[config.mk]
export PLATFORM = sky130hd
export DESIGN_NAME = pcm_port_c
export DESIGN_NICKNAME = d
export VERILOG_FILES = /design/src/pcm_pkg.sv /design/src/pcm_port_c.sv
export VERILOG_INCLUDE_DIRS = /design/src
export SDC_FILE = /design/constraint.sdc
export NUM_CORES = 1
export LEC_CHECK = 0
export BUFFER_PORTS_ARGS = -buffer_cell sky130_fd_sc_hd__buf_2
export CAP_MARGIN = 25
export CORE_AREA = 2 2 66 130
export CTS_BUF_LIST = sky130_fd_sc_hd__clkbuf_2
export DETAILED_ROUTE_END_ITERATION = 12
export DIE_AREA = 0 0 68 132
export PLACE_DENSITY = 0.78
export SYNTH_ARGS = -nofsm -noshare
export SYNTH_HDL_FRONTEND = slang
export SYNTH_SLANG_ARGS = --single-unit
[constraint.sdc]
create_clock -name sys_clk -period 1.6 [get_ports sys_clk]
set_input_delay 0.16 -clock sys_clk [delete_from_list [all_inputs] [get_ports sys_clk]]
set_output_delay 0.16 -clock sys_clk [all_outputs]
set_load 0.005 [all_outputs]
[src/pcm_cfg.svh]
// constants for the port c pin mux and analog select block
// Functional notes
// - direction bit one tri-states the pin; zero drives the latch bit
// - compare/pwm output drives bit 5 instead of latch when direction is zero
// - pwm channel a overrides latch on bit 5, may float during shutdown
// - bit 6 as input supplies serial slave-select through a ttl buffer
// - bit 6 as input feeds the shared timer one/three count input
// - timer one oscillator takes bits 6 and 7, killing all digital i/o
// - functions with don't-care direction ignore or override the direction bit
// - spi data output drives bit 7 when enabled and direction is zero
// - bits 6 and 7 route to analog channels 8 and 9 as inputs
// - analog-select set disables the input buffer; digital reads give zero
// - analog-select never blocks digital output on a pin
// - low analog-select bits 7..3 map to port c bits 3..0 and port a bit 4
// - low analog-select bits 2..0 ignore writes and read zero
// - high analog-select bits 1 and 0 gate port c bits 7 and 6
`ifndef PCM_CFG_SVH
`define PCM_CFG_SVH

// register byte offsets on the bus
`define PCM_OFF_PIN     5'h00
`define PCM_OFF_LATCH   5'h04
`define PCM_OFF_DIR     5'h08
`define PCM_OFF_ANS_LO  5'h0C
`define PCM_OFF_ANS_HI  5'h10

// reset values
`define PCM_RST_LATCH   8'h00
`define PCM_RST_DIR     8'hFF
`define PCM_RST_ANS_LO  8'hF8
`define PCM_RST_ANS_HI  8'h0F

// implemented bits of the analog-select registers
`define PCM_ANS_LO_MASK 8'hF8
`define PCM_ANS_HI_MASK 8'h0F

// field positions
`define PCM_BIT_PWM     5
`define PCM_BIT_SS      6
`define PCM_BIT_SDO     7
`define PCM_ANS_LO_RA4  3
`define PCM_ANS_HI_PC6  0
`define PCM_ANS_HI_PC7  1

// synchroniser depth in cycles of sys_clk
`define PCM_SYNC_STAGES 2

`endif

[src/pcm_pkg.sv]
// types for the port c pin mux and analog select block
package pcm_pkg;

    // register selected by a bus address
    typedef enum logic [5:0] {
        PCM_REG_PIN    = 6'b000001,
        PCM_REG_LATCH  = 6'b000010,
        PCM_REG_DIR    = 6'b000100,
        PCM_REG_ANS_LO = 6'b001000,
        PCM_REG_ANS_HI = 6'b010000,
        PCM_REG_NONE   = 6'b100000
    } pcm_reg_t;

    // controls arriving from the peripherals that may own pins
    typedef struct packed {
        logic ccp_out_en;      // compare or pwm mode active
        logic ccp_out;         // capture_compare_io drive value
        logic pwm_a_en;        // enhanced_pwm_chan_a steered to bit 5
        logic pwm_a_out;
        logic pwm_shutdown;    // shutdown event in progress
        logic pwm_a_sd_float;  // float channel a during shutdown
        logic spi_en;          // serial port enabled in spi mode
        logic spi_sdo;
        logic t1_osc_en;       // timer one crystal oscillator on
    } pcm_periph_in_t;

    // signals handed from the pins to the peripherals
    typedef struct packed {
        logic       capture_in;               // capture_compare_io input
        logic       timer_zero_count_in;
        logic       ss_in;                    // slave select, ttl buffer
        logic       timer_one_three_count_in; // schmitt buffer
        logic       analog_channel_8;         // route bit 6 to converter
        logic       analog_channel_9;         // route bit 7 to converter
        logic       timer_one_osc_link;       // pins 6/7 given to oscillator
        logic       analog_sel_ra4;
        logic [1:0] analog_sel_rb;            // bits for port b 4 and 5
    } pcm_periph_out_t;

    // complete state of the block
    typedef struct packed {
        logic [7:0]      latch;
        logic [7:0]      dir;
        logic [7:0]      ans_lo;
        logic [7:0]      ans_hi;
        logic [7:0]      sync1;
        logic [7:0]      sync2;
        logic [7:0]      pin_out;
        logic [7:0]      pin_oe;
        pcm_periph_out_t pout;
        logic            ack;
        logic [7:0]      rdata;
    } pcm_state_t;

endpackage

[src/pcm_port_c.sv]
// port c upper pin mux, direction, latch and analog select registers
`timescale 1ns/1ps
`include "pcm_cfg.svh"

module pcm_port_c #(
    parameter int ADDR_W = 5
) (
    input  wire logic                  sys_clk,
    input  wire logic                  rst_n,
    input  wire logic                  ce,
    input  wire logic [ADDR_W-1:0]     address,
    input  wire logic                  read,
    input  wire logic                  write,
    input  wire logic [31:0]           writedata,
    input  wire logic [3:0]            byteenable,
    output logic      [31:0]           readdata,
    output logic                       waitrequest,
    input  wire logic [7:0]            pin_in,
    output logic      [7:0]            pin_out,
    output logic      [7:0]            pin_oe,
    input  wire pcm_pkg::pcm_periph_in_t  periph_in,
    output pcm_pkg::pcm_periph_out_t      periph_out
);
    import pcm_pkg::*;

    ////////////////////////////////////////////////////////////////////////
    // elaboration checks

    // the map needs five address bits of bytes
    if (ADDR_W < 5) begin : g_addr_check
        $error("pcm_port_c: ADDR_W must be at least 5");
    end

    ////////////////////////////////////////////////////////////////////////
    // helper functions

    // byte address to register; unmapped gives PCM_REG_NONE
    function automatic pcm_reg_t reg_sel(input logic [ADDR_W-1:0] a);
        pcm_reg_t r;
        r = PCM_REG_NONE;
        if ((a >> 5) != '0) begin
            r = PCM_REG_NONE;
        end else if (a[4:0] == `PCM_OFF_PIN) begin
            r = PCM_REG_PIN;
        end else if (a[4:0] == `PCM_OFF_LATCH) begin
            r = PCM_REG_LATCH;
        end else if (a[4:0] == `PCM_OFF_DIR) begin
            r = PCM_REG_DIR;
        end else if (a[4:0] == `PCM_OFF_ANS_LO) begin
            r = PCM_REG_ANS_LO;
        end else if (a[4:0] == `PCM_OFF_ANS_HI) begin
            r = PCM_REG_ANS_HI;
        end
        return r;
    endfunction

    // pins whose digital input buffer is switched off
    function automatic logic [7:0] in_off(input logic [7:0] lo,
                                          input logic [7:0] hi,
                                          input logic       osc);
        logic [7:0] m;
        m = 8'h00;
        m[3:0] = lo[7:4];
        m[6]   = hi[`PCM_ANS_HI_PC6] | osc;
        m[7]   = hi[`PCM_ANS_HI_PC7] | osc;
        return m;
    endfunction

    ////////////////////////////////////////////////////////////////////////
    // state

    pcm_state_t st_reg;
    pcm_state_t st_next;
    pcm_reg_t   sel;
    logic [7:0] dig_in;
    logic       req;

    assign sel = reg_sel(address);
    assign req = read | write;

    // answer only on an enabled edge, so a frozen block never acks
    assign waitrequest = req & ~(st_reg.ack & ce);
    assign readdata    = {24'h000000, st_reg.rdata};
    assign pin_out     = st_reg.pin_out;
    assign pin_oe      = st_reg.pin_oe;
    assign periph_out  = st_reg.pout;

    // synchronised pins with analog or oscillator pins forced to zero
    assign dig_in = st_reg.sync2 & ~in_off(st_reg.ans_lo, st_reg.ans_hi,
                                           periph_in.t1_osc_en);

    ////////////////////////////////////////////////////////////////////////
    // next-state logic

    always_comb begin
        st_next = st_reg;
        if (ce) begin
            // two stages; the first is read only by the second
            st_next.sync1 = pin_in;
            st_next.sync2 = st_reg.sync1;

            // default: direction and latch, analog select ignored
            st_next.pin_oe  = ~st_reg.dir;
            st_next.pin_out = st_reg.latch;

            // bit 5: pwm channel a above compare output above latch
            if (!st_reg.dir[`PCM_BIT_PWM]) begin
                if (periph_in.pwm_a_en) begin
                    st_next.pin_out[`PCM_BIT_PWM] =
                        periph_in.pwm_a_out;
                    if (periph_in.pwm_shutdown
                        && periph_in.pwm_a_sd_float) begin
                        st_next.pin_oe[`PCM_BIT_PWM] = 1'b0;
                    end
                end else if (periph_in.ccp_out_en) begin
                    st_next.pin_out[`PCM_BIT_PWM] =
                        periph_in.ccp_out;
                end
            end

            // bit 7: spi data output over latch
            if (periph_in.spi_en && !st_reg.dir[`PCM_BIT_SDO]) begin
                st_next.pin_out[`PCM_BIT_SDO] = periph_in.spi_sdo;
            end

            // oscillator owns bits 6 and 7 whatever the direction says
            if (periph_in.t1_osc_en) begin
                st_next.pin_oe[7:6]  = 2'b00;
                st_next.pin_out[7:6] = 2'b00;
            end

            // inputs to peripherals only while the pin is an input
            st_next.pout.capture_in =
                st_reg.dir[`PCM_BIT_PWM] & dig_in[`PCM_BIT_PWM];
            st_next.pout.timer_zero_count_in =
                st_reg.dir[`PCM_BIT_PWM] & dig_in[`PCM_BIT_PWM];
            st_next.pout.ss_in =
                st_reg.dir[`PCM_BIT_SS] & dig_in[`PCM_BIT_SS];
            st_next.pout.timer_one_three_count_in =
                st_reg.dir[`PCM_BIT_SS] & dig_in[`PCM_BIT_SS];
            // analog routing needs an input pin not held by the oscillator
            st_next.pout.analog_channel_8 =
                st_reg.dir[6] & ~periph_in.t1_osc_en;
            st_next.pout.analog_channel_9 =
                st_reg.dir[7] & ~periph_in.t1_osc_en;
            st_next.pout.timer_one_osc_link = periph_in.t1_osc_en;
            st_next.pout.analog_sel_ra4 =
                st_reg.ans_lo[`PCM_ANS_LO_RA4];
            st_next.pout.analog_sel_rb = st_reg.ans_hi[3:2];

            // bus slave: one wait cycle, then the answer
            st_next.ack = 1'b0;
            if (req && !st_reg.ack) begin
                st_next.ack   = 1'b1;
                st_next.rdata = 8'h00;
                if (read) begin
                    case (sel)
                        PCM_REG_PIN:    st_next.rdata = dig_in;
                        PCM_REG_LATCH:  st_next.rdata = st_reg.latch;
                        PCM_REG_DIR:    st_next.rdata = st_reg.dir;
                        PCM_REG_ANS_LO: st_next.rdata =
                            st_reg.ans_lo & `PCM_ANS_LO_MASK;
                        PCM_REG_ANS_HI: st_next.rdata =
                            st_reg.ans_hi & `PCM_ANS_HI_MASK;
                        default:        st_next.rdata = 8'h00;
                    endcase
                end
            end

            // writes land at the edge where waitrequest is low
            if (write && st_reg.ack && byteenable[0]) begin
                case (sel)
                    // a write to the pin value goes to the latch
                    PCM_REG_PIN:    st_next.latch = writedata[7:0];
                    PCM_REG_LATCH:  st_next.latch = writedata[7:0];
                    PCM_REG_DIR:    st_next.dir   = writedata[7:0];
                    PCM_REG_ANS_LO: st_next.ans_lo =
                        writedata[7:0] & `PCM_ANS_LO_MASK;
                    PCM_REG_ANS_HI: st_next.ans_hi =
                        writedata[7:0] & `PCM_ANS_HI_MASK;
                    default:        st_next.ans_hi = st_reg.ans_hi;
                endcase
            end
        end
    end

    // register the whole state; pins start as inputs
    always_ff @(posedge sys_clk or negedge rst_n) begin
        if (!rst_n) begin
            st_reg        <= '0;
            st_reg.latch  <= `PCM_RST_LATCH;
            st_reg.dir    <= `PCM_RST_DIR;
            st_reg.ans_lo <= `PCM_RST_ANS_LO;
            st_reg.ans_hi <= `PCM_RST_ANS_HI;
        end else begin
            st_reg <= st_next;
        end
    end

    ////////////////////////////////////////////////////////////////////////
    // assertions

    property p_dir_out_drives_latch;
        @(posedge sys_clk) disable iff (!rst_n)
        ce && !st_reg.dir[2]
        |=> pin_oe[2] && pin_out[2] == $past(st_reg.latch[2]);
    endproperty
    a_dir_out_drives_latch: assert property (p_dir_out_drives_latch)
        else $error("output pin does not drive latch");

    property p_dir_input_floats;
        @(posedge sys_clk) disable iff (!rst_n)
        ce && st_reg.dir[4] |=> !pin_oe[4];
    endproperty
    a_dir_input_floats: assert property (p_dir_input_floats)
        else $error("input pin is driven");

    property p_ccp_drives_bit5;
        @(posedge sys_clk) disable iff (!rst_n)
        ce && periph_in.ccp_out_en && !periph_in.pwm_a_en && !st_reg.dir[5]
        |=> pin_oe[5] && pin_out[5] == $past(periph_in.ccp_out);
    endproperty
    a_ccp_drives_bit5: assert property (p_ccp_drives_bit5)
        else $error("compare output not on bit 5");

    property p_pwm_shutdown_float;
        @(posedge sys_clk) disable iff (!rst_n)
        ce && periph_in.pwm_a_en && periph_in.pwm_shutdown
        && periph_in.pwm_a_sd_float |=> !pin_oe[5];
    endproperty
    a_pwm_shutdown_float: assert property (p_pwm_shutdown_float)
        else $error("pwm channel a not floated in shutdown");

    property p_osc_frees_pins;
        @(posedge sys_clk) disable iff (!rst_n)
        ce && periph_in.t1_osc_en |=> pin_oe[7:6] == 2'b00
        && periph_out.timer_one_osc_link;
    endproperty
    a_osc_frees_pins: assert property (p_osc_frees_pins)
        else $error("oscillator pins still driven");

    property p_spi_drives_bit7;
        @(posedge sys_clk) disable iff (!rst_n)
        ce && periph_in.spi_en && !st_reg.dir[7] && !periph_in.t1_osc_en
        |=> pin_oe[7] && pin_out[7] == $past(periph_in.spi_sdo);
    endproperty
    a_spi_drives_bit7: assert property (p_spi_drives_bit7)
        else $error("spi data not on bit 7");

    property p_analog_read_zero;
        @(posedge sys_clk) disable iff (!rst_n)
        read && !waitrequest && sel == PCM_REG_PIN
        && st_reg.ans_hi[`PCM_ANS_HI_PC7] |-> readdata[7] == 1'b0;
    endproperty
    a_analog_read_zero: assert property (p_analog_read_zero)
        else $error("analog pin reads non-zero");

    property p_analog_keeps_output;
        @(posedge sys_clk) disable iff (!rst_n)
        ce && !st_reg.dir[0] && st_reg.ans_lo[4] |=> pin_oe[0];
    endproperty
    a_analog_keeps_output: assert property (p_analog_keeps_output)
        else $error("analog select blocked output");

    property p_unimpl_read_zero;
        @(posedge sys_clk) disable iff (!rst_n)
        read && !waitrequest && sel == PCM_REG_ANS_LO
        |-> readdata[2:0] == 3'h0;
    endproperty
    a_unimpl_read_zero: assert property (p_unimpl_read_zero)
        else $error("unimplemented bits read non-zero");

    // both stages must have left reset, or sync2 still holds zero
    property p_sync_two_stage;
        @(posedge sys_clk) disable iff (!rst_n)
        $past(rst_n) && $past(rst_n, 2) && $past(ce) && $past(ce, 2)
        |-> st_reg.sync2 == $past(pin_in, 2);
    endproperty
    a_sync_two_stage: assert property (p_sync_two_stage)
        else $error("synchroniser depth wrong");

    property p_pwm_drives_bit5;
        @(posedge sys_clk) disable iff (!rst_n)
        ce && periph_in.pwm_a_en && !periph_in.pwm_shutdown && !st_reg.dir[5]
        |=> pin_oe[5] && pin_out[5] == $past(periph_in.pwm_a_out);
    endproperty
    a_pwm_drives_bit5: assert property (p_pwm_drives_bit5)
        else $error("pwm channel a not on bit 5");

    property p_osc_reads_zero;
        @(posedge sys_clk) disable iff (!rst_n)
        ce && read && waitrequest && sel == PCM_REG_PIN && periph_in.t1_osc_en
        |=> readdata[7:6] == 2'b00;
    endproperty
    a_osc_reads_zero: assert property (p_osc_reads_zero)
        else $error("oscillator pins read non-zero");

    property p_ss_needs_input;
        @(posedge sys_clk) disable iff (!rst_n)
        ce && !st_reg.dir[6]
        |=> !periph_out.ss_in && !periph_out.timer_one_three_count_in;
    endproperty
    a_ss_needs_input: assert property (p_ss_needs_input)
        else $error("output pin feeds peripheral inputs");

    property p_analog_route;
        @(posedge sys_clk) disable iff (!rst_n)
        ce && !periph_in.t1_osc_en
        |=> periph_out.analog_channel_8 == $past(st_reg.dir[6])
        && periph_out.analog_channel_9 == $past(st_reg.dir[7]);
    endproperty
    a_analog_route: assert property (p_analog_route)
        else $error("analog channel routing wrong");

    property p_ans_lo_low_zero;
        @(posedge sys_clk) disable iff (!rst_n)
        st_reg.ans_lo[2:0] == 3'h0;
    endproperty
    a_ans_lo_low_zero: assert property (p_ans_lo_low_zero)
        else $error("unimplemented analog-select bits set");

    property p_write_lands_latch;
        @(posedge sys_clk) disable iff (!rst_n)
        write && !waitrequest && byteenable[0]
        && (sel == PCM_REG_PIN || sel == PCM_REG_LATCH)
        |=> st_reg.latch == $past(writedata[7:0]);
    endproperty
    a_write_lands_latch: assert property (p_write_lands_latch)
        else $error("latch write lost");

    property p_ans_hi_masked;
        @(posedge sys_clk) disable iff (!rst_n)
        write && !waitrequest && byteenable[0] && sel == PCM_REG_ANS_HI
        |=> st_reg.ans_hi == ($past(writedata[7:0]) & `PCM_ANS_HI_MASK);
    endproperty
    a_ans_hi_masked: assert property (p_ans_hi_masked)
        else $error("high analog-select write wrong");

    property p_pc0_analog_zero;
        @(posedge sys_clk) disable iff (!rst_n)
        read && !waitrequest && sel == PCM_REG_PIN && st_reg.ans_lo[4]
        |-> readdata[0] == 1'b0;
    endproperty
    a_pc0_analog_zero: assert property (p_pc0_analog_zero)
        else $error("analog pin 0 reads non-zero");

endmodule // pcm_port_c

==> key figures <==
Status
  • Run status: finished clean

Placed design
  • Hpwl dp: 5650 um
  • PortBufs: 70
  • GP Congestion: 0.832
  • Setup WS pre-CTS: -0.183 ns

Worst hold path
  • Hold Path Sink: readdata[3]$_DFFE_PN0P_
  • Worst Hold Depth: 5
  • Hold Crit Start: address[1]
  • Worst hold path class: input pin to flip-flop

Finish
  • Commonest cells after routing, fill and taps aside: 70 x buf_2, 57 x dfrtp_1, 46 x mux2_2
  • Most common cell after layout, fill and taps aside: buf_2
  • Finished Core Util: 0.533
  • Max reg flops: 42
  • Layout cells sized above 1: 0.472
  • # nets final: 437
  • Layout area overhead: 15.9%

Die
  • Die ar.: 8980 um2
  • Rows: 46
  • Core Footprint: 7940 um2
  • Io pins: 122
  • Starting Density: 0.460
  • Die width: 68 um
  • DIE HEIGHT: 132 um

Synthesis
  • Synth top area share: 0.391
  • Arithmetic-cell share of the synthesized area counting full adders, half adders and majority gates: 0
  • Yosys reg bits: 74
  • Post-Syn Area: 3650 um2
  • Synth Area in Compound Gates: 0.0795
  • Largest cells by area after synthesis: dfrtp_1 39%, mux2_2 14%, dfstp_2 12%
  • Post-synth ARST share: 1.00
  • Top FF cell, synth: dfrtp_1
  • Synth warn: 0
  • Mux cell area share after synthesis: 0.194
  • Yosys top cell by area: dfrtp_1
  • Largest family of logic cells by synthesized area: multiplexers
  • Mapped Cells: 299
  • Post-synthesis simple-gate area fraction: 0.0603
  • Netlist cell types: 47
  • Number of synthesized flops with an enable pin: 0
  • Sequential area share after synthesis: 0.513
  • Synth Area in XOR/XNOR: 0
  • Mean Syn Cell Area: 12.2 um2

Setup path
  • CP Capture Type: flip-flop
  • Crit Path Class: flip-flop to flip-flop
  • Crit path max fanout: 4
  • R2R Path Start: st_reg[8]$_DFFE_PN0P_
  • R2R Path End: st_reg[51]$_DFFE_PN1P_
  • Req. time, crit path: 2.02 ns
  • CP Data Arrival Time: 1.98 ns
  • R2r setup slk: 0.04 ns
  • Critical path startpoint category: flip-flop
  • R2R cell count: 5

Timing
  • Setup-failing EPs final: 0
  • Slew margin rel.: 0.497
  • Max Slew Vio Count: 0
  • Post-route clock period utilization: 0.975
  • RSZ-0062 raised after global routing: false
  • Max Clock Skew: 0.0232 ns
  • Peak Freq: 641 MHz
  • Slew at the pin closest to its max-slew limit: 0.751 ns
  • Slack of the critical path: 0.0395 ns
  • Min cycle time layout: 1.56 ns
  • Hold Vio Cnt, Final: 0

Drt
  • Antenna Violating Nets Remaining: 0
  • Via count: 2424
  • Drc violations: 0
  • 1st-pass router iterations: 4
  • DR iter-0 viols: 218
  • Routed length per instance: 15.7 um
  • Routed wire length: 7460 um
  • Via-to-Cell Ratio: 5.09

Global route
  • Initial antenna violation count: 1
  • First-pass GRT wire length: 12200 um
  • Number of global-route vias before repair: 2467
  • Largest net degree at the start of global routing: 33
  • Global Route Usage Sum: 0.183
  • Global route overflow: 0

Clock tree
  • Htree depth: 3
  • Skew-Pair Late Insertion Delay: 0.49 ns
  • Clock-pin slew on the worst setup and hold paths: 0.19 ns
  • Num CTS Buffers: 9
  • Clk buf depth: 2
  • Root buffer cell: clkbuf_2
  • Sink Count: 74
  • CTS tree: built

Pwr
  • Power Density: 805 nW/um2
  • Leak Pwr: 2.07 nW
  • Max IR drop VDD: 0.000335 V

Run
  • Total of max-cap violations: 0
-- worst max-delay path by stage --
stage	endpoint	depth (start not counted)	startpoint	slack, ns
after floorplan	st_reg[62]$_DFFE_PN1P_	4	address[1]	0.009
after global placement	st_reg[64]$_DFFE_PN1P_	4	address[1]	-0.18
after detailed placement	st_reg[65]$_DFFE_PN1P_	4	address[1]	-0.18
after CTS	st_reg[63]$_DFFE_PN1P_	3	st_reg[8]$_DFFE_PN0P_	0.03
after global routing	st_reg[78]$_DFFE_PN0P_	5	st_reg[8]$_DFFE_PN0P_	0.005
final	st_reg[51]$_DFFE_PN1P_	5	st_reg[8]$_DFFE_PN0P_	0.04
-- synth_stat cells, types with 2 or more instances --
cell type   n
buf_4      58
dfrtp_1    57
mux2_2     46
dfstp_2    17
inv_1      16
nand2_1    10
nor2_1      9
o21ai_0     8
a21oi_1     7
mux2i_1     7
clkbuf_1    6
mux2_4      5
a22o_1      4
nand3b_1    4
a211oi_1    3
a221oi_1    3
o22ai_1     3
a221o_1     2
a22oi_1     2
a31oi_1     2
buf_1       2
mux4_2      2
nor3_1      2
-- routing by layer --
| metal | up-vias | part of all wire | GRT usage | wire length [um] |
|---|---|---|---|---|
| met1 | 1204 | 0.38 | 0.220 | 2860 |
| met3 | 12 | 0.045 | 0.0410 | 334 |
| met2 | 82 | 0.55 | 0.301 | 4070 |
| met5 | - | 0 | 0 | 0 |
| li1 | 1126 | - | - | - |
| met4 | 0 | 0.025 | 0.0867 | 186 |
-- cell type report --
type | count | area, um2
Sequential cell | 74 | 1870
Multi-Input combinational cell | 163 | 1330
Clock buffer | 11 | 55.1
Clock inverter | 5 | 21.3
Fill cell | 693 | 3710
Tap cell | 96 | 120
Timing Repair Buffer | 110 | 774
Antenna cell | 1 | 2.50
Inverter | 16 | 60.1
-- through the flow --
stage	hold WS, ns	cell area [um2]	cells	setup TNS, ns	total power, mW
6_report	0.0717	4230	476	0	3.41
5_1_grt	0.0536	4230	476	0	3.61
4_1_cts	0.00112	4180	473	0	3.46
3_5_place_dp	0.0962	3890	436	-2.69	2.62
3_3_place_gp	0.0926	3890	436	-2.32	2.60
2_1_floorplan	-0.136	3740	322	0	2.48
-- critical path, stage by stage, from the launching register on --
cell	delay (ns)
dfrtp_1	0.43
nand4_1	0.13
buf_4	0.18
nor4_2	0.23
buf_4	0.19
mux2_2	0.33
-- repair_timing --
item / in CTS / in global routing
endpoints found under the setup margin: 0 / 21
setup buffers: 0 / 1
hold buffers: 21 / 0
endpoints found under the hold margin: 99 / 0
gates resized for setup: 0 / 5
-- report_power, final --
group	switching (mW)	internal, mW	total, mW
registers	0.0882	2.02	2.11
logic	0.239	0.275	0.514
clock network	0.585	0.198	0.784
-- kinds of logic (layout without fill, tap and decap cells) --
logic type | count (synthesis) | count (layout)
compound gates | 42 | 42
buf+inv | 85 | 142
flops | 74 | 74
mux | 60 | 60
other cells | 1 | 25
simple gates | 37 | 37
Power figures use the tool's default switching activity.
